File: src/pkg/rscl_pkg.sv
// rscl_pkg: constants for the reset strap configuration latch
// assumes one 100 MHz clock and a classic 32-bit wishbone register port
package rscl_pkg;
    // clocking
    localparam int unsigned RSCL_CLK_HZ = 100_000_000;
    localparam int unsigned RSCL_MII_CLK_HZ = 25_000_000;
    localparam int unsigned RSCL_MII_HALF_CYC = RSCL_CLK_HZ / (2 * RSCL_MII_CLK_HZ);
    localparam int unsigned RSCL_DIV_W = 4;

    // strap vector bit positions
    localparam int unsigned RSCL_ST_P5_FC = 0;
    localparam int unsigned RSCL_ST_P5_BP = 1;
    localparam int unsigned RSCL_ST_P5_CD = 2;
    localparam int unsigned RSCL_ST_P5_BO = 3;
    localparam int unsigned RSCL_ST_P5_FS = 4;
    localparam int unsigned RSCL_ST_P4_DUP = 5;
    localparam int unsigned RSCL_ST_P4_FFC = 6;
    localparam int unsigned RSCL_ST_SW_FC = 7;
    localparam int unsigned RSCL_ST_SW_DUP = 8;
    localparam int unsigned RSCL_ST_W = 9;

    // frame size limits in bytes
    localparam logic [10:0] RSCL_LEN_TAGGED = 11'd1522;
    localparam logic [10:0] RSCL_LEN_UNTAGGED = 11'd1518;
    localparam logic [10:0] RSCL_LEN_HUGE = 11'd1536;

    // register byte offsets
    localparam logic [7:0] RSCL_REG_STRAP = 8'h00;
    localparam logic [7:0] RSCL_REG_CTRL = 8'h04;
    localparam logic [7:0] RSCL_REG_PINSTAT = 8'h08;

    // control register fields and reset value
    localparam int unsigned RSCL_CTRL_SW_PHY = 0;
    localparam int unsigned RSCL_CTRL_P5_EN = 1;
    localparam int unsigned RSCL_CTRL_W = 2;
    localparam logic [1:0] RSCL_CTRL_RST = 2'h3;

    // pin status register fields
    localparam int unsigned RSCL_PS_DRIVE = 0;
    localparam int unsigned RSCL_PS_SWTXC = 1;
    localparam int unsigned RSCL_PS_SWRXC = 2;
    localparam int unsigned RSCL_PS_MIICLK = 3;

    // drive phase of the dual-role pins
    typedef enum logic [1:0] {
        RSCL_PH_RESET = 2'b00,
        RSCL_PH_DRIVE = 2'b01
    } rscl_phase_e;
endpackage : rscl_pkg

File: src/rtl/rscl_sync2.sv
// rscl_sync2: two flip-flop synchroniser for a vector of pin levels
// assumes each bit is an independent level from outside the clock domain
`timescale 1ns/1ps
module rscl_sync2 #(
    parameter int unsigned W = 1
) (
    // clock
    input wire logic clk_i,
    // asynchronous levels in, synchronised levels out
    input wire logic [W-1:0] d_i,
    output logic [W-1:0] q_o
);
    logic [W-1:0] meta;
    logic [W-1:0] stable;

    // no reset: the stages only carry pin levels and settle in two edges
    always_ff @(posedge clk_i) begin
        meta <= d_i;
        stable <= meta;
    end

    assign q_o = stable;
endmodule : rscl_sync2

File: src/rtl/rscl_top.sv
// rscl_top: strap sampling during reset, latched configuration and the
// later output role of the same mii pins, plus a wishbone register port
// assumes rst_i is held for at least three clock edges with straps stable
//
// Operation
// - strap pins are pulled-down inputs in reset, driven outputs afterwards
// - p5 rx bit 3 low enables flow control, high disables it
// - p5 rx bit 2 low disables back pressure, high enables it
// - p5 rx bit 1 low drops excessive collision frames, high keeps them
// - p5 rx bit 0 high enables aggressive half-duplex back-off
// - p5 rx error low limits to 1522/1518 bytes, high allows 1536
// - p5 carrier sense selects port 4 fallback duplex, high is full
// - p5 collision high forces flow control on port 4
// - switch mii clocks are inputs in mac mode, driven in phy mode
// - switch rx bit 3 high enables switch mii full-duplex flow control
// - switch rx bit 2 low gives full duplex, high gives half duplex
// - with port 5 mii enabled the p5 rx clock is driven toward the mac
`timescale 1ns/1ps
module rscl_top
    import rscl_pkg::*;
(
    // clock and reset
    input wire logic clk_i,
    input wire logic rst_i,

    // wishbone classic slave
    input wire logic wb_cyc_i,
    input wire logic wb_stb_i,
    input wire logic wb_we_i,
    input wire logic [7:0] wb_adr_i,
    input wire logic [3:0] wb_sel_i,
    input wire logic [31:0] wb_dat_i,
    output logic [31:0] wb_dat_o,
    output logic wb_ack_o,

    // port 5 dual-role pins: strap inputs in reset, mii outputs afterwards
    input wire logic p5_rx_valid_i,
    input wire logic p5_rx_bit3_flowctl_strap_i,
    input wire logic p5_rx_bit2_backpressure_strap_i,
    input wire logic p5_rx_bit1_colldrop_strap_i,
    input wire logic p5_rx_bit0_backoff_strap_i,
    input wire logic p5_rx_err_framesize_strap_i,
    input wire logic p5_carrier_duplex_strap_i,
    input wire logic p5_collision_forcefc_strap_i,
    output logic p5_rx_valid_o,
    output logic [3:0] p5_rx_data_o,
    output logic p5_rx_err_o,
    output logic p5_carrier_o,
    output logic p5_collision_o,
    output logic p5_pins_oe_n_o,
    output logic p5_pins_pulldown_o,

    // port 5 receive clock, output only
    output logic p5_rx_clock_o,
    output logic p5_rx_clock_oe_n_o,

    // switch mii dual-role pins
    input wire logic sw_rx_valid_i,
    input wire logic sw_rx_bit3_fc_strap_i,
    input wire logic sw_rx_bit2_duplex_strap_i,
    output logic sw_rx_valid_o,
    output logic [3:2] sw_rx_data_o,
    output logic sw_pins_oe_n_o,
    output logic sw_pins_pulldown_o,

    // switch mii clock pins, two-way
    input wire logic sw_tx_clock_i,
    input wire logic sw_rx_clock_i,
    output logic sw_tx_clock_o,
    output logic sw_rx_clock_o,
    output logic sw_clocks_oe_n_o,

    // switch fabric side data for the pins after reset
    input wire logic fab_p5_rx_valid_i,
    input wire logic [3:0] fab_p5_rx_data_i,
    input wire logic fab_p5_rx_err_i,
    input wire logic fab_p5_carrier_i,
    input wire logic fab_p5_collision_i,
    input wire logic fab_sw_rx_valid_i,
    input wire logic [3:2] fab_sw_rx_data_i,

    // latched configuration toward the switch core
    output logic cfg_flowctl_en_o,
    output logic cfg_backpressure_en_o,
    output logic cfg_colldrop_en_o,
    output logic cfg_backoff_aggr_o,
    output logic [10:0] cfg_max_tagged_len_o,
    output logic [10:0] cfg_max_untagged_len_o,
    output logic cfg_p4_full_duplex_o,
    output logic cfg_p4_force_fc_o,
    output logic cfg_sw_fc_en_o,
    output logic cfg_sw_half_duplex_o,
    output logic cfg_sw_phy_mode_o
);
    // synchronised pin levels
    logic [RSCL_ST_W-1:0] strap_raw;
    logic [RSCL_ST_W-1:0] strap_sync;
    logic [1:0] swclk_sync;

    assign strap_raw[RSCL_ST_P5_FC] = p5_rx_bit3_flowctl_strap_i;
    assign strap_raw[RSCL_ST_P5_BP] = p5_rx_bit2_backpressure_strap_i;
    assign strap_raw[RSCL_ST_P5_CD] = p5_rx_bit1_colldrop_strap_i;
    assign strap_raw[RSCL_ST_P5_BO] = p5_rx_bit0_backoff_strap_i;
    assign strap_raw[RSCL_ST_P5_FS] = p5_rx_err_framesize_strap_i;
    assign strap_raw[RSCL_ST_P4_DUP] = p5_carrier_duplex_strap_i;
    assign strap_raw[RSCL_ST_P4_FFC] = p5_collision_forcefc_strap_i;
    assign strap_raw[RSCL_ST_SW_FC] = sw_rx_bit3_fc_strap_i;
    assign strap_raw[RSCL_ST_SW_DUP] = sw_rx_bit2_duplex_strap_i;

    rscl_sync2 #(
        .W(RSCL_ST_W)
    ) u_strap_sync (
        .clk_i(clk_i),
        .d_i(strap_raw),
        .q_o(strap_sync)
    );

    // clock levels seen on the switch mii clock pins, for status only
    rscl_sync2 #(
        .W(2)
    ) u_swclk_sync (
        .clk_i(clk_i),
        .d_i({sw_rx_clock_i, sw_tx_clock_i}),
        .q_o(swclk_sync)
    );

    // strap latch and drive phase
    logic [RSCL_ST_W-1:0] strap;
    logic [RSCL_ST_W-1:0] next_strap;
    rscl_phase_e phase;
    rscl_phase_e next_phase;

    always_comb begin
        next_strap = strap;
        next_phase = phase;
        case (phase)
            RSCL_PH_RESET: begin
                // keep following the pins while reset lasts; the last sample
                // before release is the one that stays
                if (rst_i) begin
                    next_strap = strap_sync;
                end else begin
                    next_phase = RSCL_PH_DRIVE;
                end
            end
            RSCL_PH_DRIVE: begin
                if (rst_i) begin
                    next_phase = RSCL_PH_RESET;
                    next_strap = strap_sync;
                end
            end
            default: begin
                next_phase = RSCL_PH_RESET;
            end
        endcase
    end

    always_ff @(posedge clk_i) begin
        strap <= next_strap;
        phase <= next_phase;
    end

    // configuration decode from the latched straps
    always_comb begin
        cfg_flowctl_en_o = ~strap[RSCL_ST_P5_FC];
        cfg_backpressure_en_o = strap[RSCL_ST_P5_BP];
        cfg_colldrop_en_o = ~strap[RSCL_ST_P5_CD];
        cfg_backoff_aggr_o = strap[RSCL_ST_P5_BO];
        cfg_p4_full_duplex_o = strap[RSCL_ST_P4_DUP];
        cfg_p4_force_fc_o = strap[RSCL_ST_P4_FFC];
        cfg_sw_fc_en_o = strap[RSCL_ST_SW_FC];
        cfg_sw_half_duplex_o = strap[RSCL_ST_SW_DUP];
        if (strap[RSCL_ST_P5_FS]) begin
            cfg_max_tagged_len_o = RSCL_LEN_HUGE;
            cfg_max_untagged_len_o = RSCL_LEN_HUGE;
        end else begin
            cfg_max_tagged_len_o = RSCL_LEN_TAGGED;
            cfg_max_untagged_len_o = RSCL_LEN_UNTAGGED;
        end
    end

    // control register: switch mii role and port 5 mii enable
    logic [RSCL_CTRL_W-1:0] ctrl;
    logic [RSCL_CTRL_W-1:0] next_ctrl;
    logic wb_hit;
    logic wb_ack;
    logic next_wb_ack;
    logic [31:0] wb_dat;
    logic [31:0] next_wb_dat;
    logic [31:0] rd_word;
    logic mii_clk;

    // answers one cycle after the request; the ack term blocks a repeat
    // response while the master still holds the strobe
    assign wb_hit = wb_cyc_i & wb_stb_i & ~wb_ack;

    always_comb begin
        rd_word = 32'h0;
        case (wb_adr_i)
            RSCL_REG_STRAP: rd_word[RSCL_ST_W-1:0] = strap;
            RSCL_REG_CTRL: rd_word[RSCL_CTRL_W-1:0] = ctrl;
            RSCL_REG_PINSTAT: begin
                rd_word[RSCL_PS_DRIVE] = (phase == RSCL_PH_DRIVE);
                rd_word[RSCL_PS_SWTXC] = swclk_sync[0];
                rd_word[RSCL_PS_SWRXC] = swclk_sync[1];
                rd_word[RSCL_PS_MIICLK] = mii_clk;
            end
            default: rd_word = 32'h0;
        endcase
    end

    always_comb begin
        next_ctrl = ctrl;
        next_wb_ack = wb_hit;
        next_wb_dat = wb_dat;
        if (wb_hit) begin
            next_wb_dat = wb_we_i ? 32'h0 : rd_word;
            if (wb_we_i && wb_sel_i[0] && wb_adr_i == RSCL_REG_CTRL) begin
                next_ctrl = wb_dat_i[RSCL_CTRL_W-1:0];
            end
        end
        if (rst_i) begin
            next_ctrl = RSCL_CTRL_RST;
            next_wb_ack = 1'b0;
            next_wb_dat = 32'h0;
        end
    end

    always_ff @(posedge clk_i) begin
        ctrl <= next_ctrl;
        wb_ack <= next_wb_ack;
        wb_dat <= next_wb_dat;
    end

    assign wb_ack_o = wb_ack;
    assign wb_dat_o = wb_dat;
    assign cfg_sw_phy_mode_o = ctrl[RSCL_CTRL_SW_PHY];

    // mii clock: a half-period enable from a divider toggles the clock level
    logic [RSCL_DIV_W-1:0] div_cnt;
    logic [RSCL_DIV_W-1:0] next_div_cnt;
    logic half_tick;
    logic next_mii_clk;

    assign half_tick = (div_cnt == RSCL_DIV_W'(RSCL_MII_HALF_CYC - 1));

    always_comb begin
        next_div_cnt = half_tick ? '0 : div_cnt + 1'b1;
        next_mii_clk = half_tick ? ~mii_clk : mii_clk;
        if (rst_i) begin
            next_div_cnt = '0;
            next_mii_clk = 1'b0;
        end
    end

    always_ff @(posedge clk_i) begin
        div_cnt <= next_div_cnt;
        mii_clk <= next_mii_clk;
    end

    // pin output stage; data outputs held low until the drive phase
    logic drive;
    logic [10:0] pin_q;
    logic [10:0] next_pin_q;

    assign drive = (phase == RSCL_PH_DRIVE);

    always_comb begin
        next_pin_q = 11'h0;
        if (drive) begin
            next_pin_q = {fab_sw_rx_data_i, fab_sw_rx_valid_i, fab_p5_collision_i,
                fab_p5_carrier_i, fab_p5_rx_err_i, fab_p5_rx_data_i, fab_p5_rx_valid_i};
        end
        if (rst_i) begin
            next_pin_q = 11'h0;
        end
    end

    always_ff @(posedge clk_i) begin
        pin_q <= next_pin_q;
    end

    assign p5_rx_valid_o = pin_q[0];
    assign p5_rx_data_o = pin_q[4:1];
    assign p5_rx_err_o = pin_q[5];
    assign p5_carrier_o = pin_q[6];
    assign p5_collision_o = pin_q[7];
    assign sw_rx_valid_o = pin_q[8];
    assign sw_rx_data_o = pin_q[10:9];

    // inputs with pull-down in reset, driven once released; a disabled
    // port 5 mii stays released so the board may leave it floating
    always_comb begin
        p5_pins_oe_n_o = ~(drive & ctrl[RSCL_CTRL_P5_EN]);
        p5_pins_pulldown_o = ~drive;
        sw_pins_oe_n_o = ~drive;
        sw_pins_pulldown_o = ~drive;
    end

    // the board must have let go of the straps once oe_n falls
    always_comb begin
        sw_tx_clock_o = mii_clk;
        sw_rx_clock_o = mii_clk;
        sw_clocks_oe_n_o = ~(drive & ctrl[RSCL_CTRL_SW_PHY]);
        p5_rx_clock_o = mii_clk;
        p5_rx_clock_oe_n_o = ~(drive & ctrl[RSCL_CTRL_P5_EN]);
    end
endmodule : rscl_top

File: config.mk
export PLATFORM = sky130hd
export DESIGN_NAME = rscl_top
export DESIGN_NICKNAME = d
export VERILOG_FILES = /design/src/pkg/rscl_pkg.sv /design/src/rtl/rscl_sync2.sv /design/src/rtl/rscl_top.sv
export SDC_FILE = /design/constraint.sdc
export NUM_CORES = 1
export LEC_CHECK = 0
export BUFFER_PORTS_ARGS = -buffer_cell sky130_fd_sc_hd__buf_2
export CORE_ASPECT_RATIO = 0.7
export CORE_MARGIN = 1
export CORE_UTILIZATION = 43
export CTS_BUF_LIST = sky130_fd_sc_hd__clkbuf_8
export CTS_CLUSTER_DIAMETER = 60
export CTS_CLUSTER_SIZE = 8
export DETAILED_ROUTE_END_ITERATION = 10
export HOLD_SLACK_MARGIN = 0.08
export PLACE_DENSITY = 0.84
export SYNTH_ARGS = -nofsm -noshare
export SYNTH_HDL_FRONTEND = slang
export SYNTH_SLANG_ARGS = --single-unit
export TNS_END_PERCENT = 50
File: constraint.sdc
create_clock -name clk_i -period 2.8 [get_ports clk_i]
set_input_delay 0 -clock clk_i [delete_from_list [all_inputs] [get_ports clk_i]]
set_output_delay 0 -clock clk_i [all_outputs]
set_load 0.01 [all_outputs]
* Word-level counts from Yosys, hierarchy flattened
Cells that the tools add are included.
Storage, ports and cells: bits in registers 84, bits in latches 0, RAM bits 0, ROM bits 0, output and inout bits 84, memories kept 0
Operators by class: $add $sub $neg 1, multiply operators 0, div/mod/pow operators 0, $lt $le $gt $ge 0, equality and inequality tests 6, shifts and indexed selects 0, multiplexer cells 9, bitwise logic cells 11, reductions and logical operators 10
Operator list (number):
- 10-bit two-way mux | 2
- 9-bit two-way mux | 1
- 8-bit by 3-bit equality test with 1-bit output (second input constant) | 1
- 8-bit by 4-bit equality test with 1-bit output (second input constant) | 1
- 8-bit zero test | 1
- 2-bit one-hot mux with 2 select lines | 2
- 1-bit inverter | 7
- 2-bit one-hot mux with 3 select lines | 1
- 2-bit AND reduction | 3
- 2-bit OR reduction | 3
- 5-bit two-way mux | 1
- 4-bit by 1-bit adder with 4-bit output (second input constant) | 1
- 1-bit AND | 4
- 4-bit by 1-bit equality test with 1-bit output (second input constant) | 1
- 2-bit two-way mux | 2
- 2-bit inequality test (second input constant) | 2
- 2-bit by 1-bit equality test with 1-bit output (second input constant) | 1
- 1-bit logical AND | 2
- 2-bit zero test | 1

* Logic depth before layout (Yosys ltp)
word-level depth 3, gate-level depth with buffers 5

* Cells and area by module
From an unflattened synthesis, not the netlist that was laid out.
Second synthesis, totals: cell total of the unflattened synthesis 190, area, all modules 2217.1 µm²
By module, submodules not included:
- rscl_top | instances 1, cells each 168, area each 1776.7 µm², seq. area each 860.8 µm²
- rscl_sync2 (u_strap_sync) | instances 1, cells each 18, area each 360.3 µm², seq. area each 360.3 µm²
- rscl_sync2 (u_swclk_sync) | instances 1, cells each 4, area each 80.1 µm², seq. area each 80.1 µm²

* Worst setup path before layout
OpenSTA, ideal clock, no wires.
kind register to register, from register wb_ack (netlist: wb_ack_o), to register wb_dat[0] (netlist: wb_dat_o[0]), library setup time 0.059 ns, data arrival time 1.135 ns, data required time 2.741 ns, slack 1.607 ns, stages on the path, launching flop included 4, buffers on the path 0, cell sequence dfxtp_1 and3b_1 nor2_1 a22o_1
Between the ends: cells in the longest elaborated chain, start to end 2
Ends and longest elaborated chain:
- start: declaration | line rscl_top.sv:186 | logic wb_ack;
- start signal: assignment | line rscl_top.sv:231 | wb_ack <= next_wb_ack;
- 1-bit inverter | line rscl_top.sv:195 | assign wb_hit = wb_cyc_i & wb_stb_i & ~wb_ack;
- 1-bit AND | line rscl_top.sv:195
- end signal: assignment | line rscl_top.sv:232 | wb_dat <= next_wb_dat;
- end: declaration | line rscl_top.sv:188 | logic [31:0] wb_dat;
No other way between the ends. A chain may end at the register's enable or synchronous reset.

* Worst setup path in the final report
from input port wb_adr_i[2], to register ctrl[1]
Between the ends: cells in the longest elaborated chain, start to end 3
Ends and longest elaborated chain:
- start: declaration | line rscl_top.sv:30 | input wire logic [7:0] wb_adr_i,
- 8-bit by 3-bit equality test with 1-bit output | line rscl_top.sv:218 | if (wb_we_i && wb_sel_i[0] && wb_adr_i == RSCL_REG_CTRL) begin
- 1-bit logical AND | line rscl_top.sv:218
- 2-bit AND reduction (no source line)
- end signal: assignment | line rscl_top.sv:230 | ctrl <= next_ctrl;
- end: declaration | line rscl_top.sv:183 | logic [RSCL_CTRL_W-1:0] ctrl;
No other way between the ends.

==> impl_metrics.py <==
metrics = {
    "synth": {
        "avgSynthCellArea_um2": 11.9,
        "yosys.area.top_type": "dfxtp_1",
        "synth_area_mm2": 0.00218,
        "synth.top_cell.area_share_pct": 46.0,
        "synthFlopType": "dfxtp_1",
        "synth-edff-count": 10,
        "synthDistinctLibCells": 29,
        "synth_warnings": 0,
        "synthTopCellsByArea": "dfxtp_1, buf_4, edfxtp_1",
        "synthesis.instances": 183,
        "synthArstFlopShare_pct": 0,
        "seq_area_frac_synth_pct": 59.7,
        "synth_seq_cells": 60,
    },
    "detailed_routing": {
        "post_drt_wl_per_cell_um": 11.3,
        "drt-vias-per-instance": 4.14,
        "first_iter_violations": 33,
        "postRouteAntennaNets": 0,
        "first_pass_iters": 3,
        "remaining_drc_errors": 0,
        "route.vias.total": 1499,
        "wirelength_mm": 4.08,
    },
    "power": {
        "design_power_total_w": 0.00197,
        "vdd_drop_max_mv": 0.434,
        "p_per_area_mw_per_mm2": 679,
        "cellLeakagePower_nw": 1.43,
    },
    "setup_path": {
        "path_class": "in2reg",
        "required_ns": 3.02,
        "worstPathMaxFanout": 7,
        "startpoint_type": "input port",
        "rr_startpoint": "wb_ack_o",
        "ff2ff_setup_slack_ns": 1.23,
        "cp_data_arrival_time_ns": 1.82,
        "regToRegEndpoint": "ctrl[1]",
        "reg2reg_depth": 4,
        "end_kind": "register",
    },
    "clock_tree": {
        "post-cts-setup-buffer-count": 0,
        "htreeDepth": 3,
        "root_buffer": "clkbuf_8",
        "insertion_delay_ns": 0.33,
        "clock_sinks": 60,
        "cts_tree": "yes",
        "clk_pin_slew_ns": 0.07,
        "cts_buffers": 9,
        "clock_path_buffers": 2,
    },
    "floorplan": {
        "ioPinCount": 157,
        "start_util_pct": 45.1,
        "std_cell_rows": 21,
        "coreArea_mm2": 0.00483,
        "die_y_um": 61.6,
        "die-area_mm2": 0.00536,
        "die_width_um": 87.1,
    },
    "hold_path": {
        "holdPathEnd": "div_cnt[3]",
        "hold_depth": 2,
        "hp-class": "in2reg",
        "min_from": "rst_i",
    },
    "final_layout": {
        "fin_util_pct": 60.0,
        "area_growth_syn_to_layout_pct": 33.2,
        "antenna_cells": 0,
        "nFillCells": 425,
        "drive_gt1_share_pct": 36.9,
        "layout.nets": 364,
    },
    "sta": {
        "clock_skew_ns": 0.00507,
        "max_freq_mhz": 625,
        "worstMarginPinSlew_ns": 0.683,
        "relSlewSlack_pct": 54.3,
        "maxSlewViolCount": 0,
        "fin_crit_sh_pct": 57.1,
        "fin_tns_setup_ns": 0,
        "rsz0062_at_grt": "false",
        "period_needed_ns": 1.60,
        "final-hold-violation-count": 0,
        "setup_viol": 0,
    },
    "global_route": {
        "overflow": 0,
        "grt_pass1_wl_mm": 5.87,
        "antenna_found_initial": 0,
        "grt_pass1_vias": 1329,
        "grt_max_degree": 22,
        "grt.total_usage_pct": 15.9,
    },
    "placed_design": {
        "port-buffer-count": 91,
        "place.detailed.hpwl_mm": 2.71,
        "routabilityCongestion": 0.651,
    },
    "job": {
        "maxCapViolCount": 0,
    },
    "outcome": {
        "outcome": "finished clean",
    },
}
## per-layer routing
| metal | global-route usage (%) | part of all wire, % | vias up |
|---|---|---|---|
| met5 | 0 | 0 | - |
| met4 | 7.62 | 1.3 | 0 |
| met3 | 8.04 | 7.5 | 10 |
| met2 | 29.1 | 52 | 62 |
| met1 | 15.3 | 40 | 684 |
| li1 | - | - | 743 |
## where the power goes
group	switching (W)	internal [W]	leakage (nW)
combinational	0.000177	0.000150	0.828
clock	0.000338	0.000324	0.0931
sequential	0.0000326	0.000949	0.512
## cell usage in the layout (no fill, tap or decap), drive strengths merged, types with 3 or more instances in the layout
cell,count
a22o,4
clkinv,7
nor2,11
buf,91
edfxtp,10
dlygate4sd3,29
and2,11
a32o,5
mux2i,6
clkbuf,9
dfxtp,50
conb,30
ha,3
inv,6
## kinds of logic (layout without fill, tap and decap cells)
family	Yosys count	after routing	share of synthesized area (%)
AO/OA/AOI/OAI	12	12	4.94
XOR/XNOR	2	2	0.804
adder cells (fa/ha/maj)	3	3	1.72
buffers and inverters	60	142	19.0
flip-flops	60	60	59.7
multiplexers	6	6	2.76
other	2	30	0.345
AND/OR/NAND/NOR	38	38	10.7
## worst max-delay path by stage
| stage | from | to | depth (start not counted) |
|---|---|---|---|
| 5_1_grt | wb_adr_i[2] | ctrl[1] | 6 |
| 2_1_floorplan | wb_ack_o | wb_dat_o[0] | 3 |
| 4_1_cts | wb_adr_i[2] | ctrl[1] | 6 |
| 6_report | wb_adr_i[2] | ctrl[1] | 6 |
| 3_3_place_gp | wb_ack_o | wb_dat_o[1] | 3 |
| 3_5_place_dp | wb_ack_o | wb_dat_o[8] | 3 |
## state kept, by name (all words and copies together) (netlist names)
name,count
phase,1
strap,9
p5_rx_clock_o,1
div_cnt,4
pin_q,11
u_swclk_sync.meta,2
wb_ack_o,1
ctrl,2
u_strap_sync.q_o,9
u_strap_sync.meta,9
u_swclk_sync.q_o,2
wb_dat_o,9
## synth_stat cells (all sizes together), types with 2 or more instances
cell	n
buf	51
dfxtp	50
and2	11
nor2	11
edfxtp	10
inv	6
mux2i	6
a32o	5
a22o	4
clkbuf	3
ha	3
and4b	2
conb	2
nand2	2
nand2b	2
nor3	2
o2bb2ai	2
## worst max-delay path, cell delays in order
cell	delay [ns]
dlygate4sd3_1	0.52
buf_2	0.20
and4b_1	0.22
nand4_1	0.16
mux2i_1	0.16
dlygate4sd3_1	0.56
## layout make-up
cell class                      count  area [um2]  share of cell area [%]
Clock buffer                        9         124                    4.27
Clock inverter                      7        53.8                    1.85
Inverter                            6        22.5                   0.776
Multi-Input combinational cell     91         568                    19.6
Sequential cell                    60        1300                    44.8
Tap cell                           69        86.3                    2.98
Timing Repair Buffer              120         746                    25.7
## timing repair
item / in CTS / in global routing
endpoints found under the hold margin: 27 / 0
hold buffers: 29 / 0
resized for setup: 0 / 0
## through the flow
stage	worst slack, ns	hold WS, ns	cells	instance area [um2]
floorplan	1.61	0.0277	211	2280
global placement	1.39	0.102	317	2430
detailed placement	1.39	0.104	317	2430
CTS	1.23	0.0909	362	2900
global route	1.13	0.111	362	2900
finish	1.20	0.101	362	2900
No activity file was read; power rests on OpenSTA's default activity.
